==> config.mk <==
export PLATFORM = sky130hd
export DESIGN_NAME = lsw_ctrl
export DESIGN_NICKNAME = d
export VERILOG_FILES = /design/src/shared/lsw_pkg.sv /design/src/hdl/lsw_ctrl.sv /design/src/hdl/lsw_sync.sv /design/src/hdl/lsw_timer.sv
export VERILOG_INCLUDE_DIRS = /design/src /design/src/shared
export SDC_FILE = /design/constraint.sdc
export NUM_CORES = 1
export LEC_CHECK = 0
export BUFFER_PORTS_ARGS = -buffer_cell sky130_fd_sc_hd__buf_2
export CELL_PAD_IN_SITES_DETAIL_PLACEMENT = 0
export CELL_PAD_IN_SITES_GLOBAL_PLACEMENT = 1
export CORE_MARGIN = 8
export CORE_UTILIZATION = 44
export CTS_CLUSTER_DIAMETER = 120
export DETAILED_ROUTE_END_ITERATION = 10
export PLACE_DENSITY_LB_ADDON = 0.3
export REMOVE_ABC_BUFFERS = 1
export SYNTH_ARGS = -nofsm -noshare
export SYNTH_HDL_FRONTEND = slang
export SYNTH_SLANG_ARGS = --single-unit
==> constraint.sdc <==
create_clock -name clk -period 4.6 [get_ports clk]
set_input_delay 0.46 -clock clk [delete_from_list [all_inputs] [get_ports clk]]
set_output_delay 0.46 -clock clk [all_outputs]
set_load 0.01 [all_outputs]
==> src/shared/lsw_params.svh <==
// register map, bit positions and timing figures
`ifndef LSW_PARAMS_SVH
`define LSW_PARAMS_SVH
`define LSW_CLK_MHZ 100
`define LSW_IDLE_S 4
`define LSW_RESP_MS 150
`define LSW_WAKE_US 250
`define LSW_DET_US 150
`define LSW_OFS_CTRL 8'h00
`define LSW_OFS_STAT 8'h04
`define LSW_OFS_ERR 8'h08
`define LSW_OFS_MASK 8'h0C
`define LSW_OFS_CFG 8'h10
`define LSW_B_SLEEP 6
`define LSW_B_ERRCLR 2
`define LSW_B_WUREQ 1
`define LSW_B_DONE 0
`define LSW_B_WAKE 1
`define LSW_B_ERROR 2
`define LSW_B_IDLE 6
`define LSW_B_ACTIVE 7
`define LSW_B_RESPONSE_TIMEOUT_ERROR 2
`define LSW_B_FERR 0
`define LSW_B_MASTER 0
`define LSW_STICKY 8'h47
`define LSW_STAT_RST 8'h00
`define LSW_MASK_RST 8'h00
`define LSW_ERR_RST 8'h00
`define LSW_RESP_OK 2'h0
`define LSW_RESP_SLVERR 2'h2
`endif

==> src/shared/lsw_pkg.sv <==
// shared types for the sleep and wakeup controller
package lsw_pkg;
  typedef enum logic [1:0] {ST_IDLE, ST_SEND, ST_WAIT} lsw_state_type;
  typedef logic [1:0] lsw_resp_type;
endpackage : lsw_pkg

==> src/hdl/lsw_ctrl.sv <==
// bus sleep and wakeup controller with register slave
//
// Functional notes
// - slave awake, four seconds idle: flag, interrupt
// - any wakeup signal ends bus sleep (here a detected wakeup only sets flags; sleep_q clears only on a CTRL write)
// - wakeup request bit transmits wakeup signal
// - master: wakeup sent sets done, interrupt
// - slave: no interrupt for own sent wakeup
// - slave: no response in 150ms, timeout error
// - detected wakeup sets wakeup, done, interrupt
// - any error interrupts and aborts current frame
// - error reset bit clears error register, flag
// - wakeup or master frame refused while error
//
// Design decisions made here: register access over AXI4-Lite and the placing of the registers.
`timescale 1ns/100ps
`include "lsw_params.svh"
module lsw_ctrl #(
  parameter int ADDR_W = 8,
  parameter int unsigned IDLE_CYC =
    `LSW_IDLE_S * 1000000 * `LSW_CLK_MHZ,
  parameter int unsigned RESP_CYC =
    `LSW_RESP_MS * 1000 * `LSW_CLK_MHZ,
  parameter int unsigned WAKE_CYC = `LSW_WAKE_US * `LSW_CLK_MHZ,
  parameter int unsigned DET_CYC = `LSW_DET_US * `LSW_CLK_MHZ
) (
  input wire logic clk,
  input wire logic rst,
  input wire logic [ADDR_W-1:0] s_axi_awaddr,
  input wire logic s_axi_awvalid,
  output logic s_axi_awready,
  input wire logic [31:0] s_axi_wdata,
  input wire logic [3:0] s_axi_wstrb,
  input wire logic s_axi_wvalid,
  output logic s_axi_wready,
  output lsw_pkg::lsw_resp_type s_axi_bresp,
  output logic s_axi_bvalid,
  input wire logic s_axi_bready,
  input wire logic [ADDR_W-1:0] s_axi_araddr,
  input wire logic s_axi_arvalid,
  output logic s_axi_arready,
  output logic [31:0] s_axi_rdata,
  output lsw_pkg::lsw_resp_type s_axi_rresp,
  output logic s_axi_rvalid,
  input wire logic s_axi_rready,
  input wire logic lin_rx,
  output logic lin_tx_out,
  output logic lin_tx_oe,
  input wire logic frame_err,
  input wire logic frame_start_req,
  output logic frame_start_ok,
  output logic frame_abort,
  output logic irq
);
  import lsw_pkg::*;

  localparam logic [ADDR_W-1:0] A_CTRL = ADDR_W'(`LSW_OFS_CTRL);
  localparam logic [ADDR_W-1:0] A_STAT = ADDR_W'(`LSW_OFS_STAT);
  localparam logic [ADDR_W-1:0] A_ERR = ADDR_W'(`LSW_OFS_ERR);
  localparam logic [ADDR_W-1:0] A_MASK = ADDR_W'(`LSW_OFS_MASK);
  localparam logic [ADDR_W-1:0] A_CFG = ADDR_W'(`LSW_OFS_CFG);

  function automatic logic mapped(input logic [ADDR_W-1:0] a);
    mapped = (a == A_CTRL) | (a == A_STAT) | (a == A_ERR) |
      (a == A_MASK) | (a == A_CFG);
  endfunction : mapped

  // set wins over clear
  function automatic logic [7:0] sticky(input logic [7:0] q,
    input logic [7:0] clr, input logic [7:0] set);
    sticky = (q & ~clr) | set;
  endfunction : sticky

  // bus slave state
  logic aw_got_q;
  logic w_got_q;
  logic [ADDR_W-1:0] awaddr_q;
  logic [7:0] wdata_q;
  logic wstrb_q;
  logic bvalid_q;
  lsw_resp_type bresp_q;
  logic rvalid_q;
  logic [31:0] rdata_q;
  lsw_resp_type rresp_q;

  // block state
  logic sleep_q;
  logic master_q;
  logic [7:0] status_q;
  logic [7:0] err_q;
  logic [7:0] mask_q;
  lsw_state_type state_q;
  lsw_state_type state_d;
  logic tx_oe_q;
  logic abort_q;
  logic rx_s;
  logic rx_q;

  // write path decode
  wire aw_fire = s_axi_awvalid & s_axi_awready;
  wire w_fire = s_axi_wvalid & s_axi_wready;
  wire wr_fire = aw_got_q & w_got_q & ~bvalid_q;
  wire wr_lo = wr_fire & wstrb_q;
  wire wr_ctrl = wr_lo & (awaddr_q == A_CTRL);
  wire wr_stat = wr_lo & (awaddr_q == A_STAT);
  wire wr_mask = wr_lo & (awaddr_q == A_MASK);
  wire wr_cfg = wr_lo & (awaddr_q == A_CFG);
  wire ar_fire = s_axi_arvalid & s_axi_arready;

  assign s_axi_awready = ~aw_got_q & ~bvalid_q;
  assign s_axi_wready = ~w_got_q & ~bvalid_q;
  assign s_axi_arready = ~rvalid_q;
  assign s_axi_bvalid = bvalid_q;
  assign s_axi_bresp = bresp_q;
  assign s_axi_rvalid = rvalid_q;
  assign s_axi_rdata = rdata_q;
  assign s_axi_rresp = rresp_q;

  // bus line sampling
  lsw_sync u_rx_sync (
    .clk(clk),
    .rst(rst),
    .d(lin_rx),
    .q(rx_s)
  );
  wire rx_edge = rx_s ^ rx_q;
  wire rx_fall = rx_q & ~rx_s;

  // events
  wire err_flag = status_q[`LSW_B_ERROR];
  wire in_idle = (state_q == ST_IDLE);
  wire in_send = (state_q == ST_SEND);
  wire in_wait = (state_q == ST_WAIT);
  wire wu_req_wr = wr_ctrl & wdata_q[`LSW_B_WUREQ];
  wire wu_start = wu_req_wr & ~err_flag & in_idle;
  wire clr_err = wr_ctrl & wdata_q[`LSW_B_ERRCLR];
  wire idle_ev;
  wire wake_sent;
  wire response_timeout_error_ev;
  wire det_ev;
  wire resp_seen = in_wait & rx_fall;
  wire err_ev = response_timeout_error_ev | frame_err;

  // idle watch only while awake as slave
  lsw_timer #(.LIMIT(IDLE_CYC)) u_idle (
    .clk(clk),
    .rst(rst),
    .run(~master_q & ~sleep_q),
    .clear(rx_edge | sleep_q | master_q),
    .hit(idle_ev)
  );

  // dominant wakeup pulse length
  lsw_timer #(.LIMIT(WAKE_CYC)) u_wake (
    .clk(clk),
    .rst(rst),
    .run(in_send),
    .clear(~in_send),
    .hit(wake_sent)
  );

  // slave wait for master answer
  lsw_timer #(.LIMIT(RESP_CYC)) u_resp (
    .clk(clk),
    .rst(rst),
    .run(in_wait),
    .clear(~in_wait | rx_fall),
    .hit(response_timeout_error_ev)
  );

  // wakeup detection from other nodes while asleep
  lsw_timer #(.LIMIT(DET_CYC)) u_det (
    .clk(clk),
    .rst(rst),
    .run(sleep_q & ~rx_s & in_idle),
    .clear(rx_s | ~sleep_q),
    .hit(det_ev)
  );

  // sticky status and error sets
  wire [7:0] stat_set = {1'b0, idle_ev, 3'h0, err_ev, det_ev,
    det_ev | (wake_sent & master_q)};
  wire [7:0] stat_clr = ({8{wr_stat}} & wdata_q) |
    {5'h00, clr_err, 2'h0};
  wire [7:0] err_set = {5'h00, response_timeout_error_ev, 1'b0, frame_err};
  wire [7:0] stat_d = sticky(status_q, stat_clr, stat_set) &
    `LSW_STICKY;
  wire [7:0] err_d = sticky(err_q, {8{clr_err}}, err_set);

  // wakeup sequencer
  always_comb begin
    state_d = state_q;
    case (state_q)
      ST_IDLE: begin
        if (wu_start) begin
          state_d = ST_SEND;
        end
      end
      ST_SEND: begin
        if (wake_sent) begin
          state_d = master_q ? ST_IDLE : ST_WAIT;
        end
      end
      ST_WAIT: begin
        if (resp_seen | response_timeout_error_ev) begin
          state_d = ST_IDLE;
        end
      end
      default: begin
        state_d = ST_IDLE;
      end
    endcase
  end

  // read word assembly
  logic [7:0] ctrl_rd;
  logic [7:0] stat_rd;
  always_comb begin
    ctrl_rd = 8'h00;
    ctrl_rd[`LSW_B_SLEEP] = sleep_q;
    ctrl_rd[`LSW_B_WUREQ] = ~in_idle;
    stat_rd = status_q;
    stat_rd[`LSW_B_ACTIVE] = ~in_idle;
  end
  wire [7:0] rd_byte =
    (s_axi_araddr == A_CTRL) ? ctrl_rd :
    (s_axi_araddr == A_STAT) ? stat_rd :
    (s_axi_araddr == A_ERR) ? err_q :
    (s_axi_araddr == A_MASK) ? mask_q :
    (s_axi_araddr == A_CFG) ? {7'h00, master_q} : 8'h00;

  assign lin_tx_out = 1'b0;
  assign lin_tx_oe = tx_oe_q;
  assign frame_abort = abort_q;
  assign frame_start_ok = frame_start_req & master_q & ~err_flag;
  assign irq = |(status_q & mask_q);

  // bus slave handshakes
  always_ff @(posedge clk or posedge rst) begin
    if (rst) begin
      aw_got_q <= 1'b0;
      w_got_q <= 1'b0;
      awaddr_q <= '0;
      wdata_q <= 8'h00;
      wstrb_q <= 1'b0;
      bvalid_q <= 1'b0;
      bresp_q <= `LSW_RESP_OK;
    end else begin
      if (aw_fire) begin
        aw_got_q <= 1'b1;
        awaddr_q <= s_axi_awaddr;
      end
      if (w_fire) begin
        w_got_q <= 1'b1;
        wdata_q <= s_axi_wdata[7:0];
        wstrb_q <= s_axi_wstrb[0];
      end
      if (wr_fire) begin
        aw_got_q <= 1'b0;
        w_got_q <= 1'b0;
        bvalid_q <= 1'b1;
        bresp_q <= mapped(awaddr_q) ? `LSW_RESP_OK : `LSW_RESP_SLVERR;
      end else if (bvalid_q & s_axi_bready) begin
        bvalid_q <= 1'b0;
      end
    end
  end

  always_ff @(posedge clk or posedge rst) begin
    if (rst) begin
      rvalid_q <= 1'b0;
      rdata_q <= 32'h0000_0000;
      rresp_q <= `LSW_RESP_OK;
    end else if (ar_fire) begin
      rvalid_q <= 1'b1;
      rdata_q <= {24'h00_0000, rd_byte};
      rresp_q <= mapped(s_axi_araddr) ? `LSW_RESP_OK : `LSW_RESP_SLVERR;
    end else if (rvalid_q & s_axi_rready) begin
      rvalid_q <= 1'b0;
    end
  end

  // control registers
  always_ff @(posedge clk or posedge rst) begin
    if (rst) begin
      sleep_q <= 1'b0;
      master_q <= 1'b0;
      mask_q <= `LSW_MASK_RST;
    end else begin
      if (wr_ctrl) begin
        sleep_q <= wdata_q[`LSW_B_SLEEP];
      end
      if (wr_cfg) begin
        master_q <= wdata_q[`LSW_B_MASTER];
      end
      if (wr_mask) begin
        mask_q <= wdata_q & `LSW_STICKY;
      end
    end
  end

  // status, error and sequencer state
  always_ff @(posedge clk or posedge rst) begin
    if (rst) begin
      status_q <= `LSW_STAT_RST;
      err_q <= `LSW_ERR_RST;
      state_q <= ST_IDLE;
      tx_oe_q <= 1'b0;
      abort_q <= 1'b0;
      rx_q <= 1'b1;
    end else begin
      status_q <= stat_d;
      err_q <= err_d;
      state_q <= state_d;
      tx_oe_q <= (state_d == ST_SEND);
      abort_q <= err_ev;
      rx_q <= rx_s;
    end
  end
endmodule : lsw_ctrl

==> src/hdl/lsw_sync.sv <==
// two flip-flop synchroniser for a pin level
`timescale 1ns/100ps
module lsw_sync #(
  parameter logic RST_VAL = 1'b1
) (
  input wire logic clk,
  input wire logic rst,
  input wire logic d,
  output logic q
);
  logic meta_q;
  logic q_q;
  always_ff @(posedge clk or posedge rst) begin
    if (rst) begin
      meta_q <= RST_VAL;
      q_q <= RST_VAL;
    end else begin
      meta_q <= d;
      q_q <= meta_q;
    end
  end
  assign q = q_q;
endmodule : lsw_sync

==> src/hdl/lsw_timer.sv <==
// saturating cycle timer with one-shot hit pulse
`timescale 1ns/100ps
module lsw_timer #(
  parameter int unsigned LIMIT = 16
) (
  input wire logic clk,
  input wire logic rst,
  input wire logic run,
  input wire logic clear,
  output logic hit
);
  localparam int W = $clog2(LIMIT + 1);
  localparam logic [W-1:0] LAST = W'(LIMIT - 1);
  logic [W-1:0] cnt_q;
  logic [W-1:0] cnt_d;
  logic live;
  assign live = run & ~clear & (cnt_q <= LAST);
  assign hit = live & (cnt_q == LAST);
  assign cnt_d = clear ? '0 : (live ? cnt_q + 1'b1 : cnt_q);
  always_ff @(posedge clk or posedge rst) begin
    if (rst) begin
      cnt_q <= '0;
    end else begin
      cnt_q <= cnt_d;
    end
  end
endmodule : lsw_timer

## Word level (Yosys, flattened, before mapping)

Index checks and enable logic that the tools add are counted.

| storage, ports and cells | value |
|---|---|
| bits in registers | 139 |
| output and inout port bits | 46 |
| bits of input ports | 62 |
| word-level logic and storage cells | 163 |

| cells by class | value |
|---|---|
| magnitude comparators | 4 |
| reductions and logical operators | 11 |
| bitwise operators | 75 |
| add/sub/neg operators | 4 |
| mux-type cells | 28 |
| eq/ne operators | 16 |

Operators by type and width:

| cell | count |
|---|---|
| two-way mux 29 bit | 2 |
| two-way mux 24 bit | 2 |
| bitwise AND 1 bit | 37 |
| == test 8 x 4 -> 1 bit, second input constant | 4 |
| two-way mux 15 bit | 2 |
| adder 29 x 1 -> 29 bit, second input constant | 1 |
| == test 29 bit, second input constant | 1 |
| less-or-equal comparator 29 bit, second input constant | 1 |
| two-way mux 14 bit | 2 |
| adder 24 x 1 -> 24 bit, second input constant | 1 |
| == test 24 bit, second input constant | 1 |
| less-or-equal comparator 24 bit, second input constant | 1 |
| two-way mux 8 bit | 3 |
| bitwise AND 7 bit | 3 |
| == test 8 x 3 -> 1 bit, second input constant | 2 |
| == test 8 x 5 -> 1 bit, second input constant | 2 |
| zero test 8 bit | 2 |
| adder 15 x 1 -> 15 bit, second input constant | 1 |
| == test 15 bit, second input constant | 1 |
| less-or-equal comparator 15 bit, second input constant | 1 |
| bitwise OR 1 bit | 15 |
| adder 14 x 1 -> 14 bit, second input constant | 1 |
| == test 14 bit, second input constant | 1 |
| less-or-equal comparator 14 bit, second input constant | 1 |
| other kinds (18) | 50 |

## Depth between registers and ports, before layout

Gate-level depths: netlist of run 1.

| logic depth | value |
|---|---|
| depth in word-level cells | 11 |
| gate-level depth with buffers | 9 |
| gate-level depth less buffers | 8 |

## Hierarchy

A second synthesis of run 1 with hierarchy kept.

| second synthesis, totals | value |
|---|---|
| cells, all modules | 765 |
| area total of the unflattened synthesis | 7,508.5 µm² |

Modules (own cells, without submodules):

| module | instances | cells each | area an instance (µm²) | sequential area each (µm²) |
|---|---|---|---|---|
| lsw_ctrl | 1 | 212 | 2,454.9 | 1,252.5 |
| lsw_timer (u_idle) | 1 | 190 | 1,699.1 | 725.7 |
| lsw_timer (u_resp) | 1 | 161 | 1,453.9 | 600.6 |
| lsw_timer (u_det) | 1 | 104 | 950.9 | 350.3 |
| lsw_timer (u_wake) | 1 | 95 | 893.4 | 375.4 |
| lsw_sync | 1 | 3 | 56.3 | 52.6 |

## Worst setup path before layout of run 1

OpenSTA, ideal clock, no wires.

| timing path | value |
|---|---|
| path type | reg2reg |
| from | register u_idle.cnt_q[13] |
| to | register u_idle.cnt_q[10] |
| stages on the path, launching flop included | 8 |
| clock period less this slack | 2.196 ns |
| buffers on the path | 1 |
| setup slack | 2.404 ns |
| arrival | 2.118 ns |
| required time | 4.522 ns |
| library setup time | 0.078 ns |
| path through | dfrtp_1 or4_1 nor4_2 nand4_2 and2_4 buf_6 or4_1 a21oi_1 |

| between the ends | value |
|---|---|
| word-level cells in the longest chain between the ends | 3 |

Ends and longest elaborated chain:

| item | RTL line | text |
|---|---|---|
| start, declared | lsw_timer.sv:14 | `logic [W-1:0] cnt_q;` |
| start signal, assigned | lsw_timer.sv:24 | `cnt_q <= cnt_d;` |
| less-or-equal comparator 29 bit | lsw_timer.sv:17 | `assign live = run & ~clear & (cnt_q <= LAST);` |
| bitwise AND 1 bit | lsw_timer.sv:17 |  |
| nonzero test 2 bit (no source line) | - |  |

No other way between the ends.
A chain may end at the register's enable or synchronous reset.

## Final worst setup path of run 1

| timing path | value |
|---|---|
| from | register u_wake.cnt_q[3] |
| to | register u_wake.cnt_q[6] |

| between the ends | value |
|---|---|
| word-level cells in the longest chain between the ends | 3 |
| elaborated cells between the ends (all ways) | 6 |
| those cells by class | 1 x add/sub; 1 x order compare; 1 x eq/ne; 2 x mux; 1 x bitwise |

Ends and longest elaborated chain:

| item | RTL line |
|---|---|
| start, declared | lsw_timer.sv:14 |
| start signal, assigned | lsw_timer.sv:24 |
| adder 15 x 1 -> 15 bit / less-or-equal comparator 15 bit (equally long branches) | lsw_timer.sv:19, lsw_timer.sv:17 |
| two-way mux 15 bit / bitwise AND 1 bit (equally long branches) | lsw_timer.sv:19, lsw_timer.sv:17 |
| two-way mux 15 bit / inequality test 2 x 1 -> 1 bit (equally long branches) | - |

Several ways; a longest one is shown, not always the timed one. The select of a mux whose other input is x is not followed.

==> run summary, run 1 <==
Fill cells in the final layout number between 1000 and 1500. For this design the static power due to leakage is 3.45 nW. The run finished with clean final reports. The maximum VDD drop came out at 0.263 mV. The final antenna-violating net count is 0. The average wire length per cell after detail routing came out at 15.2 um. The mapped netlist covers 0.00675 mm^2. By area, the combinational part of the netlist is dominated by simple AND/OR/NAND/NOR gates. The horizontal die dimension came out at 140 um. Synthesis produced between 600 and 700 cells. After synthesis, the share of cell area in mux cells is 0.0313. The flop and latch count out of synthesis came out at 134. The total inserted antenna cells came out at 0. The area fraction in compound gates after synthesis is 0.106. The root buffer cell is sky130_fd_sc_hd__clkbuf_16. By count the netlist is led by sky130_fd_sc_hd__dfrtp_1, sky130_fd_sc_hd__nand2_1, sky130_fd_sc_hd__nor2_1, sky130_fd_sc_hd__o21ai_0, sky130_fd_sc_hd__nand3_1. The number of cells upsized or downsized after cts is 0. The worst pin sits at a relative slew slack of 0.306. The share of synthesized area in the top cell type comes to 0.486. The longest clock path from root to sink contains 2 buffers. Buffers inserted to repair hold after CTS numbered 0. The arrival time at the worst endpoint is 2.92 ns. A synthesized cell averages 9.66 um^2. Clock latency on the worst-skew pair, taken at its later pin, is 0.42 ns. The total number of vias is between 5000 and 6000. In this design, the stage delay of the slowest critical-path cell is 0.72 ns. The wire length after detailed routing came out at 14400 um. The number of placement rows is 45. The number of enable-type register cells in the synthesized netlist is 0. The final routed DRC violation total is 0. The total overflow left after global routing is 0.

The first global-routing pass estimated 25200 um of wire. The HPWL after detailed placement is 10100 um. In the finished design, the share of the clock period the worst path needs comes to 0.573. The final weighted congestion of routability-driven global placement came out at ~0.77. After clock tree synthesis, the clock-pin slew on the worst setup and hold paths is 0.06 ns. The ratio of total power to cell area is between 400 and 500 mW/mm^2.

The final instance area came out at between 0.007 and 0.008 mm^2. The pin count of the biggest net entering global routing came out at 59. The number of max-slew violations in the final report was 0.

On the critical path the largest part of the delay comes from simple AND/OR/NAND/NOR gates. The ratio of routed vias to standard cells came out at 5.32. Of the total synthesized cell area, the portion taken by XOR and XNOR cells is 0.0675. The count of final hold-check violations came to 0. The element type at the critical path start is a flop. The simple-gate portion of the synthesized area came out at 0.239. The share of flip-flops with an asynchronous set or reset is 1.00. The count of buffers inserted at the top-level ports came out at 49. The reported max-cap violation count is 0. In this run the worst path has a maximum fanout of 18. In this run the worst hold path is classified as in2reg. The number of placed I/O pins is between 100 and 150. In this run, the number of DRC markers left after iteration 0 of detailed routing was between 200 and 300. The number of sinks handled by clock tree synthesis came out at roughly 130. The highest clock frequency the design can meet is 379 MHz.

The clock skew came out at between 0.008 and 0.009 ns. The fraction of final layout cells sized beyond drive strength 1 is 0.155. The proportion of synthesized chip area in sequential cells is 0.497.

The worst endpoint required time is around 4.9 ns. The number of buffers inserted during clock tree synthesis is 17. The die covers 0.0196 mm^2. The core box area came out at 0.0151 mm^2.

The final layout contains 816 nets. The setup path with the least slack is of type reg2reg. The critical path contains buffers and inverters numbering 0 combined. The Yosys step of the flow raised 0 warnings.

In the synthesized netlist the dominant register cell turns out to be sky130_fd_sc_hd__dfrtp_1. The first detailed-routing pass took 4 iterations. Setup violations remaining at the end of the flow were counted as 0.

The initial antenna violation count is 0. The initial core utilization is 0.447. The via count of the first global-routing pass came out at approximately 5000. The CTS tree is built. The transition time at the pin with the least slew margin is approximately 1.0 ns. The aggregate negative setup slack came out at 0 ns. The synthesized-area fraction occupied by adder cells is 0.00927.

In this run the number of H-tree levels came out at 4. The number of post-CTS setup repair buffers came out at 0. The worst hold path stage count is 1.

The worst setup path is captured at a flop. The worst register-to-register path has a depth of 6. In the post-synthesis netlist, the biggest area contributors are sky130_fd_sc_hd__dfrtp_1, sky130_fd_sc_hd__xor2_1, sky130_fd_sc_hd__nand2_1.

The synthesis-to-layout area growth is 14.6%. The dominant cell type by area after synthesis is sky130_fd_sc_hd__dfrtp_1. Traced cell by cell, the critical path runs through or4b_2 > nor4_4 > nor2_1 > o2111ai_2 > nand2_2 > o41ai_1. The slowest stage of the critical path belongs to the cell sky130_fd_sc_hd__or4b_2.

In this run the vertical extent of the chip is 140 um. sky130_fd_sc_hd__dfrtp_1 is the most common cell in the netlist. The final critical-path required period is roughly 2.6 ns. The global router's overall resource usage came out at 0.157. The placed cell area is just over 0.007 mm^2. The post-synthesis cell type count came out at 60. The number of cells on the critical path is 6. Setup repair after global routing left no endpoint under its margin.
==> metal layers <==
layer / GRT usage / part of all wire / up-vias
met4: 0.0383 / 0.0078 / 0
met3: 0.0445 / 0.028 / 12
met5: 0 / 0 / -
li1: - / - / 2500
met2: 0.256 / 0.49 / 62
met1: 0.200 / 0.47 / 2477
==> sequential cells by signal (all words and copies together), names as in the netlist, 2 cells and up <==
signal	count
awaddr_q	8
err_q	8
mask_q	4
s_axi_rdata	8
state_q	2
status_q	4
u_det.cnt_q	14
u_idle.cnt_q	29
u_resp.cnt_q	24
u_wake.cnt_q	15
wdata_q	4
==> worst paths after layout <==
path / from / end / slack [ns]
max: u_wake.cnt_q[3] / u_wake.cnt_q[6] / 1.96
min: lin_rx / u_rx_sync.meta_q / 0.16
max reg2reg: u_wake.cnt_q[3] / u_wake.cnt_q[6] / 1.96
min reg2reg: u_rx_sync.meta_q / u_rx_sync.q / 0.35
max in group asynchronous: rst / rx_q / 3.43
min in group asynchronous: rst / u_idle.cnt_q[27] / 0.18
==> layout make-up <==
type,instances,area [um^2],share of cell area
repair buffers,52,268,0.0346
flip-flops and latches,134,3360,0.434
multi-input cells,533,3160,0.408
clock buffers,24,512,0.0661
clock inverters,8,165,0.0213
well taps,188,235,0.0304
inverters,11,43.8,0.00566
==> placed cells by master (no fill, tap or decap), types with 4 or more instances in the layout <==
cell type,count
sky130_fd_sc_hd__dfrtp_1,131
sky130_fd_sc_hd__nand2_1,84
sky130_fd_sc_hd__nor2_1,78
sky130_fd_sc_hd__buf_2,49
sky130_fd_sc_hd__o21ai_0,45
sky130_fd_sc_hd__nand3_1,42
sky130_fd_sc_hd__xor2_1,38
sky130_fd_sc_hd__conb_1,27
sky130_fd_sc_hd__and3_1,24
sky130_fd_sc_hd__clkbuf_16,17
sky130_fd_sc_hd__a21oi_1,16
sky130_fd_sc_hd__xnor2_1,14
sky130_fd_sc_hd__mux2_2,13
sky130_fd_sc_hd__and2_1,13
sky130_fd_sc_hd__nand4_1,11
sky130_fd_sc_hd__a21o_1,11
sky130_fd_sc_hd__inv_1,10
sky130_fd_sc_hd__o31ai_1,10
sky130_fd_sc_hd__nor3_1,9
sky130_fd_sc_hd__or4_1,9
sky130_fd_sc_hd__nor4_1,9
sky130_fd_sc_hd__and4_1,6
sky130_fd_sc_hd__or3_1,6
sky130_fd_sc_hd__clkbuf_8,6
sky130_fd_sc_hd__ha_1,5
sky130_fd_sc_hd__bufinv_16,5
sky130_fd_sc_hd__or2_2,4
sky130_fd_sc_hd__nand2b_1,4
sky130_fd_sc_hd__o21ai_1,4
sky130_fd_sc_hd__nor4bb_1,4
sky130_fd_sc_hd__nand3b_1,4
sky130_fd_sc_hd__a211oi_1,4
==> per-stage QoR <==
step	std cells	worst slack, ns	utilization	power [W]	hold WS (ns)
finish	950	1.96	0.513	0.00320	0.158
global route	950	1.79	0.513	0.00336	0.134
CTS	950	1.98	0.513	0.00324	0.145
detailed placement	918	1.97	0.468	0.00170	0.348
global placement	918	2.06	0.468	0.00169	0.348
floorplan	678	0.562	-	0.00158	0.345
==> cell families (layout without fill, tap and decap cells) <==
| kind of cell | Yosys count | in the layout |
|---|---|---|
| muxes | 17 | 17 |
| and+or+nand+nor | 319 | 319 |
| DFF | 134 | 134 |
| other | 1 | 27 |
| AOI/OAI and AO/OA | 113 | 113 |
| buffers and inverters | 58 | 95 |
| adders and majority gates | 5 | 5 |
| xor gates and xnor gates | 52 | 52 |
==> power breakdown <==
part	internal, W	switching (W)
clock network	0.00105	0.000483
logic	0.000132	0.000189
registers	0.00128	0.0000768
total	0.00246	0.000749
Power figures use the tool's default switching activity.
==> run 2: changes to the inputs <==
--- a/config.mk
+++ b/config.mk
@@ -10,7 +10,7 @@
 export CELL_PAD_IN_SITES_DETAIL_PLACEMENT = 0
 export CELL_PAD_IN_SITES_GLOBAL_PLACEMENT = 1
 export CORE_MARGIN = 8
-export CORE_UTILIZATION = 44
+export CORE_UTILIZATION = 39
 export CTS_CLUSTER_DIAMETER = 120
 export DETAILED_ROUTE_END_ITERATION = 10
 export PLACE_DENSITY_LB_ADDON = 0.3
==> constraint.sdc (replaced) <==
create_clock -name clk -period 2.35 [get_ports clk]
set_input_delay 0.235 -clock clk [delete_from_list [all_inputs] [get_ports clk]]
set_output_delay 0.235 -clock clk [all_outputs]
set_load 0.01 [all_outputs]
==> run 2 against run 1 <==
Power up 86%. Largest power group is now sequential cells. Via count is 3.1% higher. Fmax is 17% higher. Final cell count grew 6.9%. Die area increased by 11%. Worst setup slack lost 1.9 ns. Clock power grew 73%. Clock-buffer cell count increased by 5. First-iteration DRC count decreased by 16%.
==> run summary, run 2 (synthesis gave the netlist of run 1 again) <==
The flow ran to the end, and the final reports show no timing, DRC or antenna violations. On the critical path, the stage with the largest delay is an instance of sky130_fd_sc_hd__or4_1. The largest incremental delay on the critical path is 0.58 ns (-0.14 ns). The top cell types in the final layout, fill and taps aside, are sky130_fd_sc_hd__dfrtp_1, sky130_fd_sc_hd__nand2_1, sky130_fd_sc_hd__nor2_1.

The global router's overall resource usage is 0.143 (-0.0134). The relative max-transition margin is 0.588 (+0.282). TritonCTS built the clock tree. The leakage power summed over all cells came out at 3.56 nW (+3.2%). The first element of the critical path is u_idle.cnt_q[13].

The tree is rooted in a sky130_fd_sc_hd__clkbuf_16. The area taken by flip-flops and latches is 0.00336 mm^2 (unchanged). The multi-input combinational cell area came out at 0.00319 mm^2 (+1.0%).

Relative to the synthesized area, the layout overhead comes to 18.2%. The number of buffers inserted during clock tree synthesis was 17 (unchanged). The number of max-slew violations in the final report is 0 (unchanged).

The worst hold path stage count is 2 (+1). The number of placement rows came out at 48 (+6.7%). The wire length after detailed routing is 15100 um (+4.8%).

The detailed placer's ending HPWL is 10900 um (+7.8%). The number of DRC violations after detailed-routing iteration 0 came out at 216 (-16%). In this run the most critical hold path is launched from frame_err. The number of cells on the critical path came out at 7 (+1). The number of inserted filler cells in the final layout came to 1645 (+21%). The transition time at the pin with the least slew margin is 0.617 ns (-0.421 ns). The final weighted congestion of routability-driven global placement came out at 0.781 (+1.9%). The signal on the critical path passes through or4_1 > nor4_4 > nand4_2 > and2_4 > buf_4 > or3_1 > a21oi_1. The number of cells on the worst reg-to-reg path is 7 (+1). The element type at the critical path start is a flop. The post-layout net count is 845 (+3.6%). The worst setup slack for register-to-register paths is 0.10 ns (-1.86 ns).

The arrival time at the worst endpoint came to 2.59 ns (-0.33 ns). The final total power came out at 0.00597 W (+86%). The highest clock frequency the design can meet came to 445 MHz (+17%).

The final critical-path required period is 2.25 ns (-0.391 ns). The reported max-cap violation count is 0 (unchanged). The count of final hold-check violations came to 0 (unchanged). The type of the worst min-delay path is in2reg. The final antenna-violating net count is 0 (unchanged).

The post-CTS clock slew at the launch and capture registers of the worst setup and hold paths is 0.06 ns (about the same). The ratio of routed vias to standard cells was 5.13 (-3.6%). The maximum count of clock buffers along a single path came out at 2 (unchanged). The critical path is of the reg2reg type.

The number of sinks handled by clock tree synthesis came out at 134 (unchanged). The worst endpoint required time is 2.69 ns (-2.20 ns). For hold timing, the worst endpoint is err_q[0]. The number of setup violations in the final report is 0 (unchanged). The clock latency of the later-clocked register in the worst-skew pair is 0.42 ns (about the same). The average wire length per cell after detail routing came out at 14.9 um (-2.0%).

The initial antenna violation count is 0 (unchanged). The number of placed I/O pins came to 108 (unchanged). The final core utilization is 0.466 (-0.0468). The aggregate global routing overflow is 0 (unchanged).

The worst setup path is captured at a flop. The clock skew is 0.00678 ns (-0.00126 ns). The count of buffer and inverter cells on the critical path is 1 (+1). The count of buffers inserted at the top-level ports came out at 49 (unchanged). The number of H-tree levels came out at 4 (unchanged). The core box area is 0.0171 mm^2 (+13%). The largest registers in the layout are u_idle.cnt_q x29, u_resp.cnt_q x24, u_wake.cnt_q x15. The area of the die is 0.0218 mm^2 (+11%).

The initial core utilization was 0.394 (-0.0530). The pin count of the biggest net entering global routing is 83 (+41%). The post-route clock period utilization came out at 0.956 (+0.383). The kind of cell with the highest combined delay along the critical path is simple AND/OR/NAND/NOR gates. In this run the critical register-to-register path is captured at u_idle.cnt_q[4]. The total number of vias is 5208 (+3.1%).

The number of search-and-repair iterations in the first detailed-routing pass is 4 (unchanged). The number of flip-flops under the largest register name is 29 (unchanged). Setup repair after global routing could not meet its margin everywhere. The maximum VDD drop is 0.575 mV (+120%).

The first-pass GRT wire length came out at 25700 um (+2.0%). The maximum fanout along the worst path came to 17 (-1). The final routed DRC violation total is 0 (unchanged). The ratio of total power to cell area came out at 748 mW/mm^2 (+81%). The via count of the first global-routing pass came to 5260 (+2.4%). The fraction of final layout cells sized beyond drive strength 1 came out at 0.182 (+0.0272). u_idle.cnt_q holds more flip-flops than any other register. The total inserted antenna cells came out at 0 (unchanged). The library cell used most frequently in the layout, excluding fill and tap cells, is sky130_fd_sc_hd__dfrtp_1. The horizontal die dimension is 148 um (+5.5%). The worst register-to-register path begins at u_idle.cnt_q[13]. The floorplan die height is 148 um (+5.5%).
[run 2: where the power goes]
group	leakage [nW]	total [W]	switching, W	internal (W)
combinational	1.46	0.000657	0.000385	0.000272
clock	0.292	0.00265	0.000921	0.00173
sequential	1.81	0.00266	0.000154	0.00250
total	3.56	0.00597	0.00146	0.00451
[run 2: cell type report]
class                           instances  area share
Tap cell                              225      0.0353
Timing Repair Buffer                   81      0.0638
Clock buffer                           29      0.0665
Inverter                               11     0.00549
Sequential cell                       134       0.421
Multi-Input combinational cell        533       0.400
Clock inverter                          3     0.00815
[run 2: routing by layer]
metal | wire, um | up-vias | global-route usage | share of wire
met5 | 0 | - | 0 | 0
met3 | 374 | 19 | 0.0275 | 0.025
met2 | 7670 | 62 | 0.238 | 0.51
li1 | - | 2559 | - | -
met1 | 6860 | 2568 | 0.178 | 0.45
met4 | 225 | 0 | 0.0632 | 0.015
[run 2: metrics by stage]
stage	TNS, ns	cell area, um^2	hold WS (ns)	std cells	setup slack (ns)
floorplan	-193.11	6560	0.239	678	-1.46
global placement	0	7300	0.260	979	0.0811
detailed placement	0	7300	0.268	979	0.0437
CTS	0	7930	0.00533	1014	0.0238
global route	-0.0194	7980	0.0215	1016	-0.0102
finish	0	7980	0.0191	1016	0.103
[run 2: worst max path at each step]
stage                       to  slack, ns
5_1_grt        u_wake.cnt_q[5]      -0.01
4_1_cts        u_idle.cnt_q[4]       0.02
3_5_place_dp   u_idle.cnt_q[6]       0.04
6_report       u_idle.cnt_q[4]       0.10
3_3_place_gp   u_idle.cnt_q[6]       0.08
2_1_floorplan         aw_got_q      -1.46
[run 2: repair_timing]
item | in CTS | in global routing
endpoints found under the hold margin | 30 | 0
hold buffers | 3 | 0
setup endpoints to repair | 0 | 22
resized for setup | 0 | 8
buffers inserted | 0 | 2
==> run 3: changes to the inputs <==
--- a/config.mk
+++ b/config.mk
@@ -6,11 +6,12 @@
 export SDC_FILE = /design/constraint.sdc
 export NUM_CORES = 1
 export LEC_CHECK = 0
+export ABC_AREA = 1
 export BUFFER_PORTS_ARGS = -buffer_cell sky130_fd_sc_hd__buf_2
 export CELL_PAD_IN_SITES_DETAIL_PLACEMENT = 0
 export CELL_PAD_IN_SITES_GLOBAL_PLACEMENT = 1
 export CORE_MARGIN = 8
-export CORE_UTILIZATION = 39
+export CORE_UTILIZATION = 38
 export CTS_CLUSTER_DIAMETER = 120
 export DETAILED_ROUTE_END_ITERATION = 10
 export PLACE_DENSITY_LB_ADDON = 0.3
==> run 3 against run 2 <==
Final cell count is 54% higher. Utilization fell by 2.8 points. Combinational power rose by 23%. Area after synthesis increased by 23%. Largest cell class is now multi-input gates.
==> run summary, run 3 <==
The flow ran to the end, and the final reports show no timing, DRC or antenna violations. The tree is rooted in a sky130_fd_sc_hd__clkbuf_16. The leakage power summed over all cells was 4.42 nW (+24%). The final weighted congestion of routability-driven global placement came out at 0.827 (+5.8%). The pin count of the biggest net entering global routing is 62 (-25%).

The final critical-path required period is 2.10 ns (-0.145 ns). The number of setup violations in the final report is 0 (unchanged). The number of max-slew violations in the final report came out at 0 (unchanged). The number of inserted filler cells in the final layout is 2307 (+40%). The top cell type's share of synthesized area is 0.393 (-0.0922). TritonCTS built the clock tree. The relative contribution of combinational cells to total power came out at 0.126 (+0.016). The final total power is 0.00645 W (+8.1%).

The number of H-tree levels is 4 (unchanged). The share of flip-flops with an asynchronous set or reset came out at 1.00 (unchanged). The total inserted antenna cells is 0 (unchanged).

The horizontal die dimension came to 164 um (+11%). In this run the most used layer during global routing was met2. The fraction of final layout cells sized beyond drive strength 1 is 0.108 (-0.0736).

The via count of the first global-routing pass is 7259 (+38%). The cell count after placement came out at 1527 (+56%). The initial core utilization came out at 0.384 (-0.0102). The maximum fanout along the worst path is 28 (+11). The number of DRC violations after detailed-routing iteration 0 is 431 (+100%). The post-CTS clock slew at the launch and capture registers of the worst setup and hold paths came out at 0.06 ns (about the same). The wire length after detailed routing was 21500 um (+42%). The synthesized area per cell came out at 6.90 um^2 (-29%).

The worst setup path is captured at a flop. The post-synth design cell area is 0.00833 mm^2 (+23%). The worst hold margin came out at 0.0156 ns (-0.00349 ns). The met3 usage was 0.0316 (+0.00406).

The flop and latch count out of synthesis is 134 (unchanged). STA classifies the critical path startpoint as a flop. The worst hold path stage count came out at 2 (unchanged). The type of the worst min-delay path is in2reg. The number of flip-flops under the largest register name is 29 (unchanged).

The internal portion of total power is 0.00466 W (+3.5%). The ratio of routed vias to standard cells came out at 4.78 (-6.8%). The number of buffers inserted during clock tree synthesis is 17 (unchanged).

The area taken by flip-flops and latches is 0.00336 mm^2 (unchanged). The global router's overall resource usage is 0.169 (+0.0256). The floorplan die height came out at 164 um (+11%). The worst endpoint required time is 2.71 ns (+0.02 ns). The multi-input combinational cell area is 0.00427 mm^2 (+34%). The register with the most flip-flops in the final layout is u_idle.cnt_q.

The number of synthesis warnings is 0 (unchanged). The initial antenna violation count came to 0 (unchanged). The number of standard cells in the layout, taps in and fillers out came to 1562 (+54%).

The number of search-and-repair iterations in the first detailed-routing pass came out at 5 (+1). The final instance area came out at 0.00949 mm^2 (+19%). The post-layout net count is 1336 (+58%). The arrival time at the worst endpoint is 2.46 ns (-0.13 ns). Of all cell types, the one taking the most synthesized area is sky130_fd_sc_hd__dfrtp_1. The net switching share of the total power came out at 0.277 (+0.0322). In the final layout, the registers with the most flip-flops are u_idle.cnt_q x29, u_resp.cnt_q x24, u_wake.cnt_q x15.

The final antenna-violating net count came to 0 (unchanged). The clock skew came out at 0.0107 ns (+0.00394 ns). The post-synthesis cell type count came out at 40 (-33%). The worst setup slack for register-to-register paths is 0.25 ns (+0.14 ns).

The core box area is 0.0217 mm^2 (+27%). The placed cell area came out at 0.00882 mm^2 (+21%). The most frequent cell after synthesis is sky130_fd_sc_hd__nand2_1. The number of placement rows came out at 54 (+13%). The synthesis-to-layout area growth is 13.9%. In the layout the commonest cells are sky130_fd_sc_hd__nand2_1, sky130_fd_sc_hd__nor2_1, sky130_fd_sc_hd__dfrtp_1.

The maximum count of clock buffers along a single path came to 2 (unchanged). The transition time at the pin with the least slew margin came to 0.615 ns (-0.00228 ns). The number of cells on the worst reg-to-reg path is 11 (+4).

The power dissipated by switching net loads came out at 0.00178 W (+22%). The number of placed I/O pins was 108 (unchanged). The ratio of total power to cell area is 679 mW/mm^2 (-9.2%). The clock group share of total power came to 0.464 (+0.019).

The startpoint identified for the worst hold timing path is s_axi_rready. By count the netlist is led by sky130_fd_sc_hd__nand2_1, sky130_fd_sc_hd__nor2_1, sky130_fd_sc_hd__dfrtp_1, sky130_fd_sc_hd__nand3_1, sky130_fd_sc_hd__inv_1. The first-pass GRT wire length came out at 36700 um (+43%). The count of buffers inserted at the top-level ports is 49 (unchanged). The worst setup path is of the reg2reg kind. The reported max-cap violation count came out at 0 (unchanged). The number of sinks handled by clock tree synthesis is 134 (unchanged).

The post-route clock period utilization is 0.894 (-0.0616). The count of final hold-check violations came to 0 (unchanged). The global-route met1 utilization is 0.234 (+0.0561). The total number of vias came out at 7459 (+43%). The path with the worst hold slack has its endpoint at s_axi_rvalid. The relative max-transition margin came out at 0.590 (+0.00237).

The met2 track utilization from global routing came to 0.266 (+0.0288). The detailed placer's ending HPWL is 15700 um (+43%). The aggregate global routing overflow is 0 (unchanged).

Setup repair after global routing left no endpoint under its margin. The final routed DRC violation total came to 0 (unchanged). The cell count after synthesis is 1207 (+73%). The critical register-to-register path endpoint is u_idle.cnt_q[24]. Among all flip-flop cells after synthesis, the most frequent one is sky130_fd_sc_hd__dfrtp_1.

The part of the total power dissipated in sequential elements is 0.410 (-0.035). Leaving out fill and tap cells, the most frequent cell in the layout is sky130_fd_sc_hd__nand2_1. After synthesis, the cell types taking the most area are sky130_fd_sc_hd__dfrtp_1, sky130_fd_sc_hd__nand2_1, sky130_fd_sc_hd__nor2_1.

The average wire length per cell after detail routing came out at 13.8 um (-7.4%). The number of enable-type register cells in the synthesized netlist came out at 0 (unchanged). The final core utilization came out at 0.438 (-0.0284). The startpoint identified for the worst register-to-register timing path is u_idle.cnt_q[0]. The clock latency of the later-clocked register in the worst-skew pair is 0.43 ns (about the same).

The maximum VDD drop came out at 0.411 mV (-29%). The highest clock frequency the design can meet came to 476 MHz (+6.9%). The area of the die was 0.0269 mm^2 (+24%).

The proportion of synthesized chip area in sequential cells is 0.403 (-0.0944).
[run 3: timing repair]
action                    4_1_cts  5_1_grt
hold buffers                    3        0
hold endpoints to repair       57        0
resized for setup               0        0
buffers inserted                0        0
[run 3: worst max path at each step]
stage               startpoint          endpoint  slack [ns]
4_1_cts        u_idle.cnt_q[0]  u_idle.cnt_q[24]        0.24
2_1_floorplan              rst          aw_got_q       -1.46
3_5_place_dp   u_idle.cnt_q[0]  u_idle.cnt_q[24]        0.26
3_3_place_gp   u_idle.cnt_q[0]   u_idle.cnt_q[1]        0.30
5_1_grt        u_idle.cnt_q[0]   u_idle.cnt_q[9]        0.04
6_report       u_idle.cnt_q[0]  u_idle.cnt_q[24]        0.25
[run 3: through the flow]
stage	worst slack (ns)	setup TNS, ns
floorplan	-1.46	-210.65
global placement	0.301	0
detailed placement	0.262	0
CTS	0.238	0
global route	0.0443	0
finish	0.248	0
[run 3: final cells by class]
type	count	area share
clock buffers	19	0.0456
clock inverters	13	0.0227
multi-input cells	933	0.450
well taps	280	0.0369
inverters	110	0.0441
flip-flops and latches	134	0.354
repair buffers	73	0.0469
[run 3: per-layer routing]
layer	vias up	part of all wire	routed length [um]
li1	3852	-	-
met1	3459	0.50	10900
met2	126	0.45	9640
met3	22	0.037	802
met4	0	0.011	247
met5	-	0	0
[run 3: power by group through the flow]
stage | Clock [W] | Sequential, W | Combinational (W)
global placement | 0 | 0.00268 | 0.000812
global route | 0.00318 | 0.00267 | 0.000918
floorplan | 0 | 0.00265 | 0.000517
CTS | 0.00306 | 0.00265 | 0.000832
finish | 0.00299 | 0.00264 | 0.000810
detailed placement | 0 | 0.00269 | 0.000824
[run 3: worst max-delay path, cell delays in order, from the launching register on]
cell	delay, ns
sky130_fd_sc_hd__dfrtp_1	0.45
sky130_fd_sc_hd__ha_1	0.30
sky130_fd_sc_hd__inv_1	0.13
sky130_fd_sc_hd__nor2_4	0.06
sky130_fd_sc_hd__nand2_2	0.10
sky130_fd_sc_hd__clkinv_2	0.10
sky130_fd_sc_hd__nand3_2	0.09
sky130_fd_sc_hd__nor2_2	0.05
sky130_fd_sc_hd__nor2_2	0.14
sky130_fd_sc_hd__buf_4	0.39
sky130_fd_sc_hd__nand3_1	0.12
sky130_fd_sc_hd__nand2_1	0.10
[run 3: logic make-up (layout without fill, tap and decap cells)]
family | Yosys count | after routing | share of synthesized area
other | 1 | 27 | 0.000450
multiplexers | 7 | 7 | 0.00931
adder cells (fa/ha/maj) | 5 | 5 | 0.00751
flip-flops | 134 | 134 | 0.403
XOR/XNOR | 46 | 46 | 0.0483
AND/OR/NAND/NOR | 792 | 792 | 0.399
AO/OA/AOI/OAI | 56 | 56 | 0.0362
buffers and inverters | 166 | 215 | 0.0959
